[src/sfc_pkg.sv]
/*
  Constants, register map and state types of the serial FIFO configuration
  block. Assumes a single 25 MHz clock domain and a plain register port.
*/
// Contract
// - FIFO is used only while the enable bit 0 is one.
// - Enabled FIFO sized by duplex: 4 RX, 4 TX, or 2 plus 2.
// - Sizing follows the duplex selection automatically, no extra software step.
// - Usage select bit 4 picks full RX size or the RX fill level.
// - TX FIFO always offers its full configured capacity.
// - With FIFO on, TX FIFO interrupts pass only when bit 3 is one.
// - With FIFO on, RX FIFO interrupts pass only when bit 2 is one.
// - Auto disable, half RX: clear RX enable when shift, buffer, FIFO full.
// - Auto disable, half TX: clear TX enable when FIFO, buffer, shift empty.
// - Auto disable, full duplex: either condition clears both enables.
// - Without auto disable, enables are never cleared by this block.
// - RX fill code: half 4,1,2,3 bytes; full 2,1,2,1 bytes.
package sfc_pkg;

  // ==========================================================
  // Register port
  localparam int unsigned ADDR_W      = 8;
  localparam logic [7:0]  ADDR_FCNF   = 8'h00; // fifo_configuration
  localparam logic [7:0]  ADDR_ISTS   = 8'h04; // Event status, write one to clear
  localparam logic [7:0]  ADDR_IMSK   = 8'h08; // Event mask
  localparam logic [7:0]  ADDR_STATE  = 8'h0C; // Read-only sizing state
  localparam logic [7:0]  FCNF_RESET  = 8'h00;
  localparam logic [3:0]  IMSK_RESET  = 4'h0;

  // ==========================================================
  // fifo_configuration fields
  localparam int unsigned BIT_FIFO_EN   = 0;
  localparam int unsigned BIT_AUTO_DIS  = 1;
  localparam int unsigned BIT_RX_IRQ_EN = 2;
  localparam int unsigned BIT_TX_IRQ_EN = 3;
  localparam int unsigned BIT_RX_USE    = 4;

  // ==========================================================
  // Duplex selection from mode_control_one
  localparam logic [1:0] DPX_HALF_RX = 2'h1;
  localparam logic [1:0] DPX_HALF_TX = 2'h2;
  localparam logic [1:0] DPX_FULL    = 2'h3;

  // ==========================================================
  // FIFO sizes in bytes
  localparam logic [2:0] SIZE_NONE = 3'h0;
  localparam logic [2:0] SIZE_HALF = 3'h4;
  localparam logic [2:0] SIZE_FULL = 3'h2;

  // ==========================================================
  // Event bits of the status and mask registers
  localparam int unsigned NUM_EV     = 4;
  localparam int unsigned EV_RX_STOP = 0;
  localparam int unsigned EV_TX_STOP = 1;
  localparam int unsigned EV_TX_FIFO = 2;
  localparam int unsigned EV_RX_FIFO = 3;

  // ==========================================================
  // Auto disable sequencer
  typedef enum logic [2:0] {
    SFC_AD_IDLE  = 3'b001,
    SFC_AD_CLEAR = 3'b010,
    SFC_AD_HOLD  = 3'b100
  } sfc_ad_state_t;

endpackage

[src/sfc_size_decode.sv]
/*
  Combinational FIFO sizing: configured RX and TX sizes and the RX usage
  limit. Assumes duplex and fill code come from same-clock registers.
*/
`timescale 1ns/100ps
module sfc_size_decode (
  input  wire logic       fifo_en,
  input  wire logic [1:0] duplex,
  input  wire logic [1:0] rx_fill_code,
  input  wire logic       rx_fifo_usage_select,
  output logic      [2:0] rx_size,
  output logic      [2:0] tx_size,
  output logic      [2:0] rx_limit
);

  // Fill code meaning depends on the duplex split
  function automatic logic [2:0] fill_bytes(input logic full, input logic [1:0] code);
    logic [2:0] r;
    r = sfc_pkg::SIZE_NONE;
    case (code)
      2'h0:    r = full ? sfc_pkg::SIZE_FULL : sfc_pkg::SIZE_HALF;
      2'h1:    r = 3'h1;
      2'h2:    r = 3'h2;
      default: r = full ? 3'h1 : 3'h3;
    endcase
    return r;
  endfunction

  wire logic is_full   = (duplex == sfc_pkg::DPX_FULL);
  wire logic is_half_r = (duplex == sfc_pkg::DPX_HALF_RX);
  wire logic is_half_t = (duplex == sfc_pkg::DPX_HALF_TX);
  wire logic [2:0] fill = fill_bytes(is_full, rx_fill_code);

  // Split follows duplex whenever the FIFO is on
  assign rx_size  = !fifo_en  ? sfc_pkg::SIZE_NONE :
                    is_half_r ? sfc_pkg::SIZE_HALF :
                    is_full   ? sfc_pkg::SIZE_FULL : sfc_pkg::SIZE_NONE;
  assign tx_size  = !fifo_en  ? sfc_pkg::SIZE_NONE :
                    is_half_t ? sfc_pkg::SIZE_HALF :
                    is_full   ? sfc_pkg::SIZE_FULL : sfc_pkg::SIZE_NONE;
  // Limit never exceeds the configured size
  assign rx_limit = (rx_fifo_usage_select && rx_size != sfc_pkg::SIZE_NONE) ? fill : rx_size;

endmodule

[src/sfc_event_regs.sv]
/*
  Sticky event status with write-one-to-clear, mask and one level
  interrupt. Assumes event inputs are one-cycle pulses on ref_clk.
*/
`timescale 1ns/100ps
module sfc_event_regs (
  input  wire logic                        ref_clk,
  input  wire logic                        rstn,
  input  wire logic [sfc_pkg::NUM_EV-1:0]  event_set,
  input  wire logic                        status_wr,
  input  wire logic                        mask_wr,
  input  wire logic [sfc_pkg::NUM_EV-1:0]  wdata,
  output logic      [sfc_pkg::NUM_EV-1:0]  status,
  output logic      [sfc_pkg::NUM_EV-1:0]  mask,
  output logic                             irq
);

  logic [sfc_pkg::NUM_EV-1:0] status_ff;
  logic [sfc_pkg::NUM_EV-1:0] mask_ff;
  wire  logic [sfc_pkg::NUM_EV-1:0] clr = status_wr ? wdata : '0;

  // A set in the clearing cycle wins, so no event is lost
  genvar i;
  generate
    for (i = 0; i < sfc_pkg::NUM_EV; i++) begin : g_bit
      always_ff @(posedge ref_clk) begin
        if (!rstn) begin
          status_ff[i] <= 1'b0;
        end else begin
          status_ff[i] <= event_set[i] | (status_ff[i] & ~clr[i]);
        end
      end
    end
  endgenerate

  // Mask register
  always_ff @(posedge ref_clk) begin
    if (!rstn) begin
      mask_ff <= sfc_pkg::IMSK_RESET;
    end else if (mask_wr) begin
      mask_ff <= wdata;
    end
  end

  assign status = status_ff;
  assign mask   = mask_ff;
  assign irq    = |(status_ff & mask_ff);

endmodule

[src/sfc_fifo_config.sv]
/*
  Top of the serial FIFO configuration block: register port, FIFO sizing,
  FIFO interrupt gating and automatic receive/transmit disable.
  Assumes all channel inputs come from logic on ref_clk, so none are
  synchronised, and that software keeps the FIFO off where unsupported.
*/
// The address-and-strobe port and the address map are this design's own decisions.
`timescale 1ns/100ps
module sfc_fifo_config (
  input  wire logic                        ref_clk,
  input  wire logic                        rstn,
  // Register port
  input  wire logic [sfc_pkg::ADDR_W-1:0]  reg_addr,
  input  wire logic [31:0]                 reg_wdata,
  input  wire logic                        reg_wr,
  input  wire logic                        reg_rd,
  output logic      [31:0]                 reg_rdata,
  // Channel mode and fill code
  input  wire logic [1:0]                  duplex,
  input  wire logic [1:0]                  rx_fill_code,
  // Current enables of the channel
  input  wire logic                        rx_enable,
  input  wire logic                        tx_enable,
  // Receive path fullness
  input  wire logic                        rx_shift_full,
  input  wire logic                        rx_buf_full,
  input  wire logic                        rx_fifo_full,
  // Transmit path emptiness
  input  wire logic                        tx_fifo_empty,
  input  wire logic                        tx_buf_empty,
  input  wire logic                        tx_shift_empty,
  // Raw interrupt requests
  input  wire logic                        tx_fifo_irq_req,
  input  wire logic                        rx_fifo_irq_req,
  input  wire logic                        tx_buf_irq_req,
  input  wire logic                        rx_buf_irq_req,
  // Configuration towards the FIFOs
  output logic                             fifo_en,
  output logic      [2:0]                  rx_fifo_size,
  output logic      [2:0]                  tx_fifo_size,
  output logic      [2:0]                  rx_fifo_limit,
  // Channel interrupts after gating
  output logic                             tx_irq,
  output logic                             rx_irq,
  // One-cycle requests to drop the enables
  output logic                             rx_enable_clear,
  output logic                             tx_enable_clear,
  // Summary interrupt of this block
  output logic                             irq
);

  // ==========================================================
  // Register state

  logic [7:0]                 fcnf_ff;
  logic [31:0]                rdata_ff;
  logic [2:0]                 rx_size_ff;
  logic [2:0]                 tx_size_ff;
  logic [2:0]                 rx_limit_ff;
  logic                       tx_irq_ff;
  logic                       rx_irq_ff;
  logic                       rx_clr_ff;
  logic                       tx_clr_ff;
  sfc_pkg::sfc_ad_state_t     ad_state_ff;
  sfc_pkg::sfc_ad_state_t     nxt_ad_state;
  logic [31:0]                nxt_rdata;

  // ==========================================================
  // Address decode

  wire logic hit_fcnf  = (reg_addr == sfc_pkg::ADDR_FCNF);
  wire logic hit_ists  = (reg_addr == sfc_pkg::ADDR_ISTS);
  wire logic hit_imsk  = (reg_addr == sfc_pkg::ADDR_IMSK);
  wire logic hit_state = (reg_addr == sfc_pkg::ADDR_STATE);

  wire logic wr_fcnf = reg_wr & hit_fcnf;
  wire logic wr_ists = reg_wr & hit_ists;
  wire logic wr_imsk = reg_wr & hit_imsk;

  // ==========================================================
  // Configuration fields

  wire logic cfg_fifo_en  = fcnf_ff[sfc_pkg::BIT_FIFO_EN];
  wire logic cfg_auto_dis = fcnf_ff[sfc_pkg::BIT_AUTO_DIS];
  wire logic cfg_rx_irqen = fcnf_ff[sfc_pkg::BIT_RX_IRQ_EN];
  wire logic cfg_tx_irqen = fcnf_ff[sfc_pkg::BIT_TX_IRQ_EN];
  wire logic cfg_rx_use   = fcnf_ff[sfc_pkg::BIT_RX_USE];

  // Configuration register; bits 7 to 5 are kept as written
  always_ff @(posedge ref_clk) begin
    if (!rstn) begin
      fcnf_ff <= sfc_pkg::FCNF_RESET;
    end else if (wr_fcnf) begin
      fcnf_ff <= reg_wdata[7:0];
    end
  end

  // ==========================================================
  // FIFO sizing

  wire logic [2:0] rx_size_c;
  wire logic [2:0] tx_size_c;
  wire logic [2:0] rx_limit_c;

  // Sizes recomputed every cycle from live duplex, no software step
  sfc_size_decode u_size (
    .fifo_en              (cfg_fifo_en),
    .duplex               (duplex),
    .rx_fill_code         (rx_fill_code),
    .rx_fifo_usage_select (cfg_rx_use),
    .rx_size              (rx_size_c),
    .tx_size              (tx_size_c),
    .rx_limit             (rx_limit_c)
  );

  // Registered so the FIFO sees glitch-free sizes; one cycle of lag is harmless
  // because software clears the FIFOs after changing the split
  always_ff @(posedge ref_clk) begin
    if (!rstn) begin
      rx_size_ff  <= sfc_pkg::SIZE_NONE;
      tx_size_ff  <= sfc_pkg::SIZE_NONE;
      rx_limit_ff <= sfc_pkg::SIZE_NONE;
    end else begin
      rx_size_ff  <= rx_size_c;
      tx_size_ff  <= tx_size_c;
      rx_limit_ff <= rx_limit_c;
    end
  end

  // ==========================================================
  // Interrupt gating
  // With the FIFO off the plain buffer requests pass untouched; with it on
  // only the FIFO requests pass, each behind its own enable

  wire logic tx_irq_c = cfg_fifo_en ? (tx_fifo_irq_req & cfg_tx_irqen) : tx_buf_irq_req;
  wire logic rx_irq_c = cfg_fifo_en ? (rx_fifo_irq_req & cfg_rx_irqen) : rx_buf_irq_req;

  // Registered interrupt lines
  always_ff @(posedge ref_clk) begin
    if (!rstn) begin
      tx_irq_ff <= 1'b0;
      rx_irq_ff <= 1'b0;
    end else begin
      tx_irq_ff <= tx_irq_c;
      rx_irq_ff <= rx_irq_c;
    end
  end

  // ==========================================================
  // Automatic disable conditions

  wire logic mode_half_rx = (duplex == sfc_pkg::DPX_HALF_RX);
  wire logic mode_half_tx = (duplex == sfc_pkg::DPX_HALF_TX);
  wire logic mode_full    = (duplex == sfc_pkg::DPX_FULL);

  wire logic rx_all_full  = rx_shift_full & rx_buf_full & rx_fifo_full;
  wire logic tx_all_empty = tx_fifo_empty & tx_buf_empty & tx_shift_empty;

  // Which enables a stop drops in each mode
  wire logic want_rx_stop = cfg_auto_dis & ((mode_half_rx & rx_all_full) |
                                            (mode_full & (rx_all_full | tx_all_empty)));
  wire logic want_tx_stop = cfg_auto_dis & ((mode_half_tx & tx_all_empty) |
                                            (mode_full & (rx_all_full | tx_all_empty)));

  // A stop only matters while the enable it targets is still set
  wire logic trig_rx = want_rx_stop & rx_enable;
  wire logic trig_tx = want_tx_stop & tx_enable;
  wire logic trig    = trig_rx | trig_tx;

  // Stop has taken effect once no targeted enable remains set
  wire logic stop_done = ~(want_rx_stop & rx_enable) & ~(want_tx_stop & tx_enable);

  // ==========================================================
  // Auto disable sequencer
  // IDLE waits for a stop, CLEAR issues the one-cycle requests, HOLD waits
  // for the enables to fall so the same stop is not requested twice.
  // Turning auto disable off always returns to IDLE

  always_comb begin
    nxt_ad_state = ad_state_ff;
    case (ad_state_ff)
      sfc_pkg::SFC_AD_IDLE: begin
        if (trig) begin
          nxt_ad_state = sfc_pkg::SFC_AD_CLEAR;
        end
      end
      sfc_pkg::SFC_AD_CLEAR: begin
        nxt_ad_state = sfc_pkg::SFC_AD_HOLD;
      end
      sfc_pkg::SFC_AD_HOLD: begin
        if (stop_done || !cfg_auto_dis) begin
          nxt_ad_state = sfc_pkg::SFC_AD_IDLE;
        end
      end
      default: begin
        nxt_ad_state = sfc_pkg::SFC_AD_IDLE;
      end
    endcase
    if (!cfg_auto_dis) begin
      nxt_ad_state = sfc_pkg::SFC_AD_IDLE;
    end
  end

  // State and clear requests; requests only leave IDLE on a live trigger
  always_ff @(posedge ref_clk) begin
    if (!rstn) begin
      ad_state_ff <= sfc_pkg::SFC_AD_IDLE;
      rx_clr_ff   <= 1'b0;
      tx_clr_ff   <= 1'b0;
    end else begin
      ad_state_ff <= nxt_ad_state;
      rx_clr_ff   <= (ad_state_ff == sfc_pkg::SFC_AD_IDLE) & trig_rx;
      tx_clr_ff   <= (ad_state_ff == sfc_pkg::SFC_AD_IDLE) & trig_tx;
    end
  end

  // ==========================================================
  // Event status and summary interrupt

  wire logic [sfc_pkg::NUM_EV-1:0] ev_set;
  wire logic [sfc_pkg::NUM_EV-1:0] ev_status;
  wire logic [sfc_pkg::NUM_EV-1:0] ev_mask;

  assign ev_set[sfc_pkg::EV_RX_STOP] = rx_clr_ff;
  assign ev_set[sfc_pkg::EV_TX_STOP] = tx_clr_ff;
  assign ev_set[sfc_pkg::EV_TX_FIFO] = cfg_fifo_en & tx_fifo_irq_req & cfg_tx_irqen;
  assign ev_set[sfc_pkg::EV_RX_FIFO] = cfg_fifo_en & rx_fifo_irq_req & cfg_rx_irqen;

  sfc_event_regs u_events (
    .ref_clk   (ref_clk),
    .rstn      (rstn),
    .event_set (ev_set),
    .status_wr (wr_ists),
    .mask_wr   (wr_imsk),
    .wdata     (reg_wdata[sfc_pkg::NUM_EV-1:0]),
    .status    (ev_status),
    .mask      (ev_mask),
    .irq       (irq)
  );

  // ==========================================================
  // Read path
  // Unmapped addresses and unused upper bits read as zero

  always_comb begin
    nxt_rdata = 32'h0000_0000;
    if (hit_fcnf) begin
      nxt_rdata[7:0] = fcnf_ff;
    end else if (hit_ists) begin
      nxt_rdata[sfc_pkg::NUM_EV-1:0] = ev_status;
    end else if (hit_imsk) begin
      nxt_rdata[sfc_pkg::NUM_EV-1:0] = ev_mask;
    end else if (hit_state) begin
      nxt_rdata[2:0]  = rx_size_ff;
      nxt_rdata[6:4]  = tx_size_ff;
      nxt_rdata[10:8] = rx_limit_ff;
      nxt_rdata[14:12] = ad_state_ff;
    end
  end

  // Data stand only in the cycle after the read strobe
  always_ff @(posedge ref_clk) begin
    if (!rstn) begin
      rdata_ff <= 32'h0000_0000;
    end else begin
      rdata_ff <= reg_rd ? nxt_rdata : 32'h0000_0000;
    end
  end

  // ==========================================================
  // Outputs

  assign reg_rdata       = rdata_ff;
  assign fifo_en         = cfg_fifo_en;
  assign rx_fifo_size    = rx_size_ff;
  assign tx_fifo_size    = tx_size_ff;
  assign rx_fifo_limit   = rx_limit_ff;
  assign tx_irq          = tx_irq_ff;
  assign rx_irq          = rx_irq_ff;
  assign rx_enable_clear = rx_clr_ff;
  assign tx_enable_clear = tx_clr_ff;

endmodule

[config.mk]
export PLATFORM = sky130hd
export DESIGN_NAME = sfc_fifo_config
export DESIGN_NICKNAME = d
export VERILOG_FILES = /design/src/sfc_pkg.sv /design/src/sfc_size_decode.sv /design/src/sfc_event_regs.sv /design/src/sfc_fifo_config.sv
export SDC_FILE = /design/constraint.sdc
export NUM_CORES = 1
export LEC_CHECK = 0
export BUFFER_PORTS_ARGS = -buffer_cell sky130_fd_sc_hd__clkbuf_2
export CORE_MARGIN = 3
export CORE_UTILIZATION = 39
export CTS_CLUSTER_SIZE = 20
export DETAILED_ROUTE_END_ITERATION = 16
export GPL_ROUTABILITY_DRIVEN = 1
export PLACE_DENSITY = 0.76
export SETUP_SLACK_MARGIN = 0.2
export SLEW_MARGIN = 10
export SYNTH_ARGS = -nofsm -noshare
export SYNTH_HDL_FRONTEND = slang
export SYNTH_SLANG_ARGS = --single-unit
[constraint.sdc]
create_clock -name ref_clk -period 1.5 [get_ports ref_clk]
set_clock_uncertainty 0.2 [all_clocks]
set_input_delay 0.075 -clock ref_clk [delete_from_list [all_inputs] [get_ports ref_clk]]
set_output_delay 0.075 -clock ref_clk [all_outputs]
set_load 0.05 [all_outputs]
==> flow_summary.yaml <==
layout:
  drive_above_1_share_pct: 40.7
  num-nets-final: 364
  finish.instance_area_sq_um: 2740
  final_common_cell: "clkbuf_2"
  mostFrequentLayoutCells: "clkbuf_2, dfxtp_1, buf_4"
  syn2layout_area_growth_pct: 51.0
  antenna_cells: 0
routing:
  ant_nets: 0
  wl_um: 5030
  first_pass_iters: 4
  vias_per_cell: 4.91
  drc: 0
  drt_iter0_drc: 84
  wl_per_cell_um: 14.1
  vias: 1753
global_route:
  antenna_found_initial: 0
  grt_usage_pct: 18.8
  grt_remaining_overflow: 0
  grt_first_pass_wirelength_um: 7680
  grt_pass1_vias: 1685
  grt_max_degree: 17
status:
  violations: "hold timing, setup timing"
  status: "finished, violations left"
cts:
  cts_max_path_buffers: 2
  cts-root-buf: "clkbuf_8"
  clk_latency_ns: 0.30
  cts_tree: "built"
  cts_sinks: 44
  numCtsBuffers: 5
  htreeDepth: 2
  clkTransAtPathRegs_ns: 0.09
critical_path:
  crit_slowest_cell: "or4b_4"
  crit_path_cell_trace: "nand2_2 -> or4b_4 -> buf_4 -> a211oi_2"
  crit_type: "register to register"
  crit_arrival_ns: 1.61
  path_max_fanout: 3
  path_delay_family: "simple AND/OR/NAND/NOR gates"
  path_buf_inv: 1
  max_stage_delay_ns: 0.53
  worstSetupStartpointType: "register"
  critPathRequiredTime_ns: 1.52
  crit_path_end_kind: "register"
power:
  clkPwrFrac_pct: 38.3
  p_sw_uw: 630
  total_power_uw: 2390
  vdd_drop_max_mv: 0.444
  p_int_uw: 1760
  seq_power_share_pct: 48.9
  leakagePower_uw: 0.00121
  power-per-cell-area_nw_per_um2: 873
  pwr-share-comb_pct: 12.8
  switching_share_pct: 26.4
logic_synthesis:
  synth_top_cell_by_area: "dfxtp_1"
  yosysSeqAreaShare_pct: 48.6
  synth_cell_type_count: 33
  netlist_instances: 195
  ys_ff_latch: 44
  synth.top_cell.area_share_pct: 48.6
  synth_edf_count: 0
  synth_flop_cell: "dfxtp_1"
  netlist_area_sq_um: 1810
  synth_area_leaders: "dfxtp_1, buf_4, nand3_1"
  synth.avg_cell_area_sq_um: 9.29
  async_reset_ff_share_pct: 0
  yosysWarnings: 0
die:
  core.rowCount: 24
  boundaryPins: 107
  core_area_sq_um: 4410
  initial_utilization_pct: 41.0
  die_x_um: 74.2
  dieArea_sq_um: 5500
  fp.dieH_um: 74.2
place:
  io_buffers: 62
  pre_cts_slack_ns: -0.0620
  place_congestion: 0.800
  place_area_sq_um: 2240
  dpl.hpwl_um: 3410
timing:
  fin_crit_ns: 1.59
  max_freq_mhz: 630
  timing.setup.tns_ns: -0.203
  timing.final.hold_violations: 4
  drv_slew: 0
  finalSetupViolCount: 5
  rsz0062_at_grt: "yes"
  fin_crit_sh_pct: 106
  hold_slack_ns: -0.0878
  fin_ws_ns: -0.0863
flow_run:
  drv_cap: 0
min_path:
  hp-class: "input pin to register"
cell type report:
| cell class | instances | area (sq um) |
|---|---|---|
| inverter | 3 | 11.3 |
| fill | 381 | 1680 |
| multi-input combinational | 141 | 920 |
| tap | 52 | 65.1 |
| timing repair buffer | 109 | 733 |
| sequential | 44 | 895 |
| clock inverter | 3 | 42.5 |
| clock buffer | 5 | 68.8 |
metrics by stage:
| step | instances | utilization [%] |
|---|---|---|
| global placement | 318 | 50.9 |
| CTS | 355 | 60.8 |
| floorplan | 214 | - |
| finish | 357 | 62.0 |
| global route | 357 | 62.0 |
| detailed placement | 318 | 50.9 |
synth_stat cells, types with 3 or more instances:
library cell and count:
nand3_1 19, nand2_1 17, nand2b_1 5, dfxtp_1 44, a21oi_1 5, and3_1 4
nor2_1 12, inv_1 3, clkbuf_1 3, o21ai_0 15, buf_4 20, nor4b_1 3
nand4_1 6, nor3_1 4, nor2b_1 4, and2_1 7
kinds of logic after synthesis:
family,Yosys count,synth area share [%]
flip-flops,44,48.6
AO/OA/AOI/OAI,31,10.8
buffers and inverters,29,10.3
AND/OR/NAND/NOR,86,26.5
other,1,0.207
multiplexers,4,3.59
worst reg2reg max path, stage by stage, from the launching register on:
cell and delay [ns]:
dfxtp_2 0.37, nand2_2 0.07, or4b_4 0.53, buf_4 0.17, a211oi_2 0.17
per-layer routing:
| metal | global-route usage, % | wire length (um) | up-vias |
|---|---|---|---|
| met5 | 0 | 0 | - |
| met4 | 9.66 | 160 | 0 |
| met3 | 4.46 | 323 | 13 |
| met2 | 33.6 | 2510 | 71 |
| met1 | 20.7 | 2040 | 810 |
| li1 | - | - | 859 |
power groups by stage:
stage	combinational, uW	sequential [uW]	clock, uW
finish	305	1170	916
detailed placement	250	1200	0
global route	322	1170	979
global placement	248	1190	0
floorplan	197	1210	0
CTS	297	1170	928
final timing paths:
| kind | from | to | slack (ns) | cells past startpoint |
|---|---|---|---|---|
| worst max register to register | fcnf_ff[1] | tx_enable_clear | -0.09 | 4 |
| worst max-delay path | fcnf_ff[1] | tx_enable_clear | -0.09 | 4 |
| worst min-delay path | reg_rd | reg_rdata[5] | -0.09 | 3 |
| worst min register to register | fcnf_ff[5] | fcnf_ff[5] | 0.26 | 2 |
state kept, by name, summed over array words and instances, names as in the netlist:
name and count:
ad_state_ff 3, rx_fifo_limit 3, u_events.mask 4, reg_rdata 14, fcnf_ff 8, u_events.status 4
rx_enable_clear 1, tx_fifo_size 2, tx_irq 1, tx_enable_clear 1, rx_fifo_size 2, rx_irq 1
timing repair:
| item | CTS | global route |
|---|---|---|
| gates resized for setup | 13 | 9 |
| hold endpoints to repair | 32 | 6 |
| hold buffers | 23 | 1 |
| endpoints found under the setup margin | 8 | 18 |
| pin swaps | 4 | 4 |
| buffers inserted | 6 | 2 |
| gates cloned | 0 | 0 |
Power figures use the tool's default switching activity.
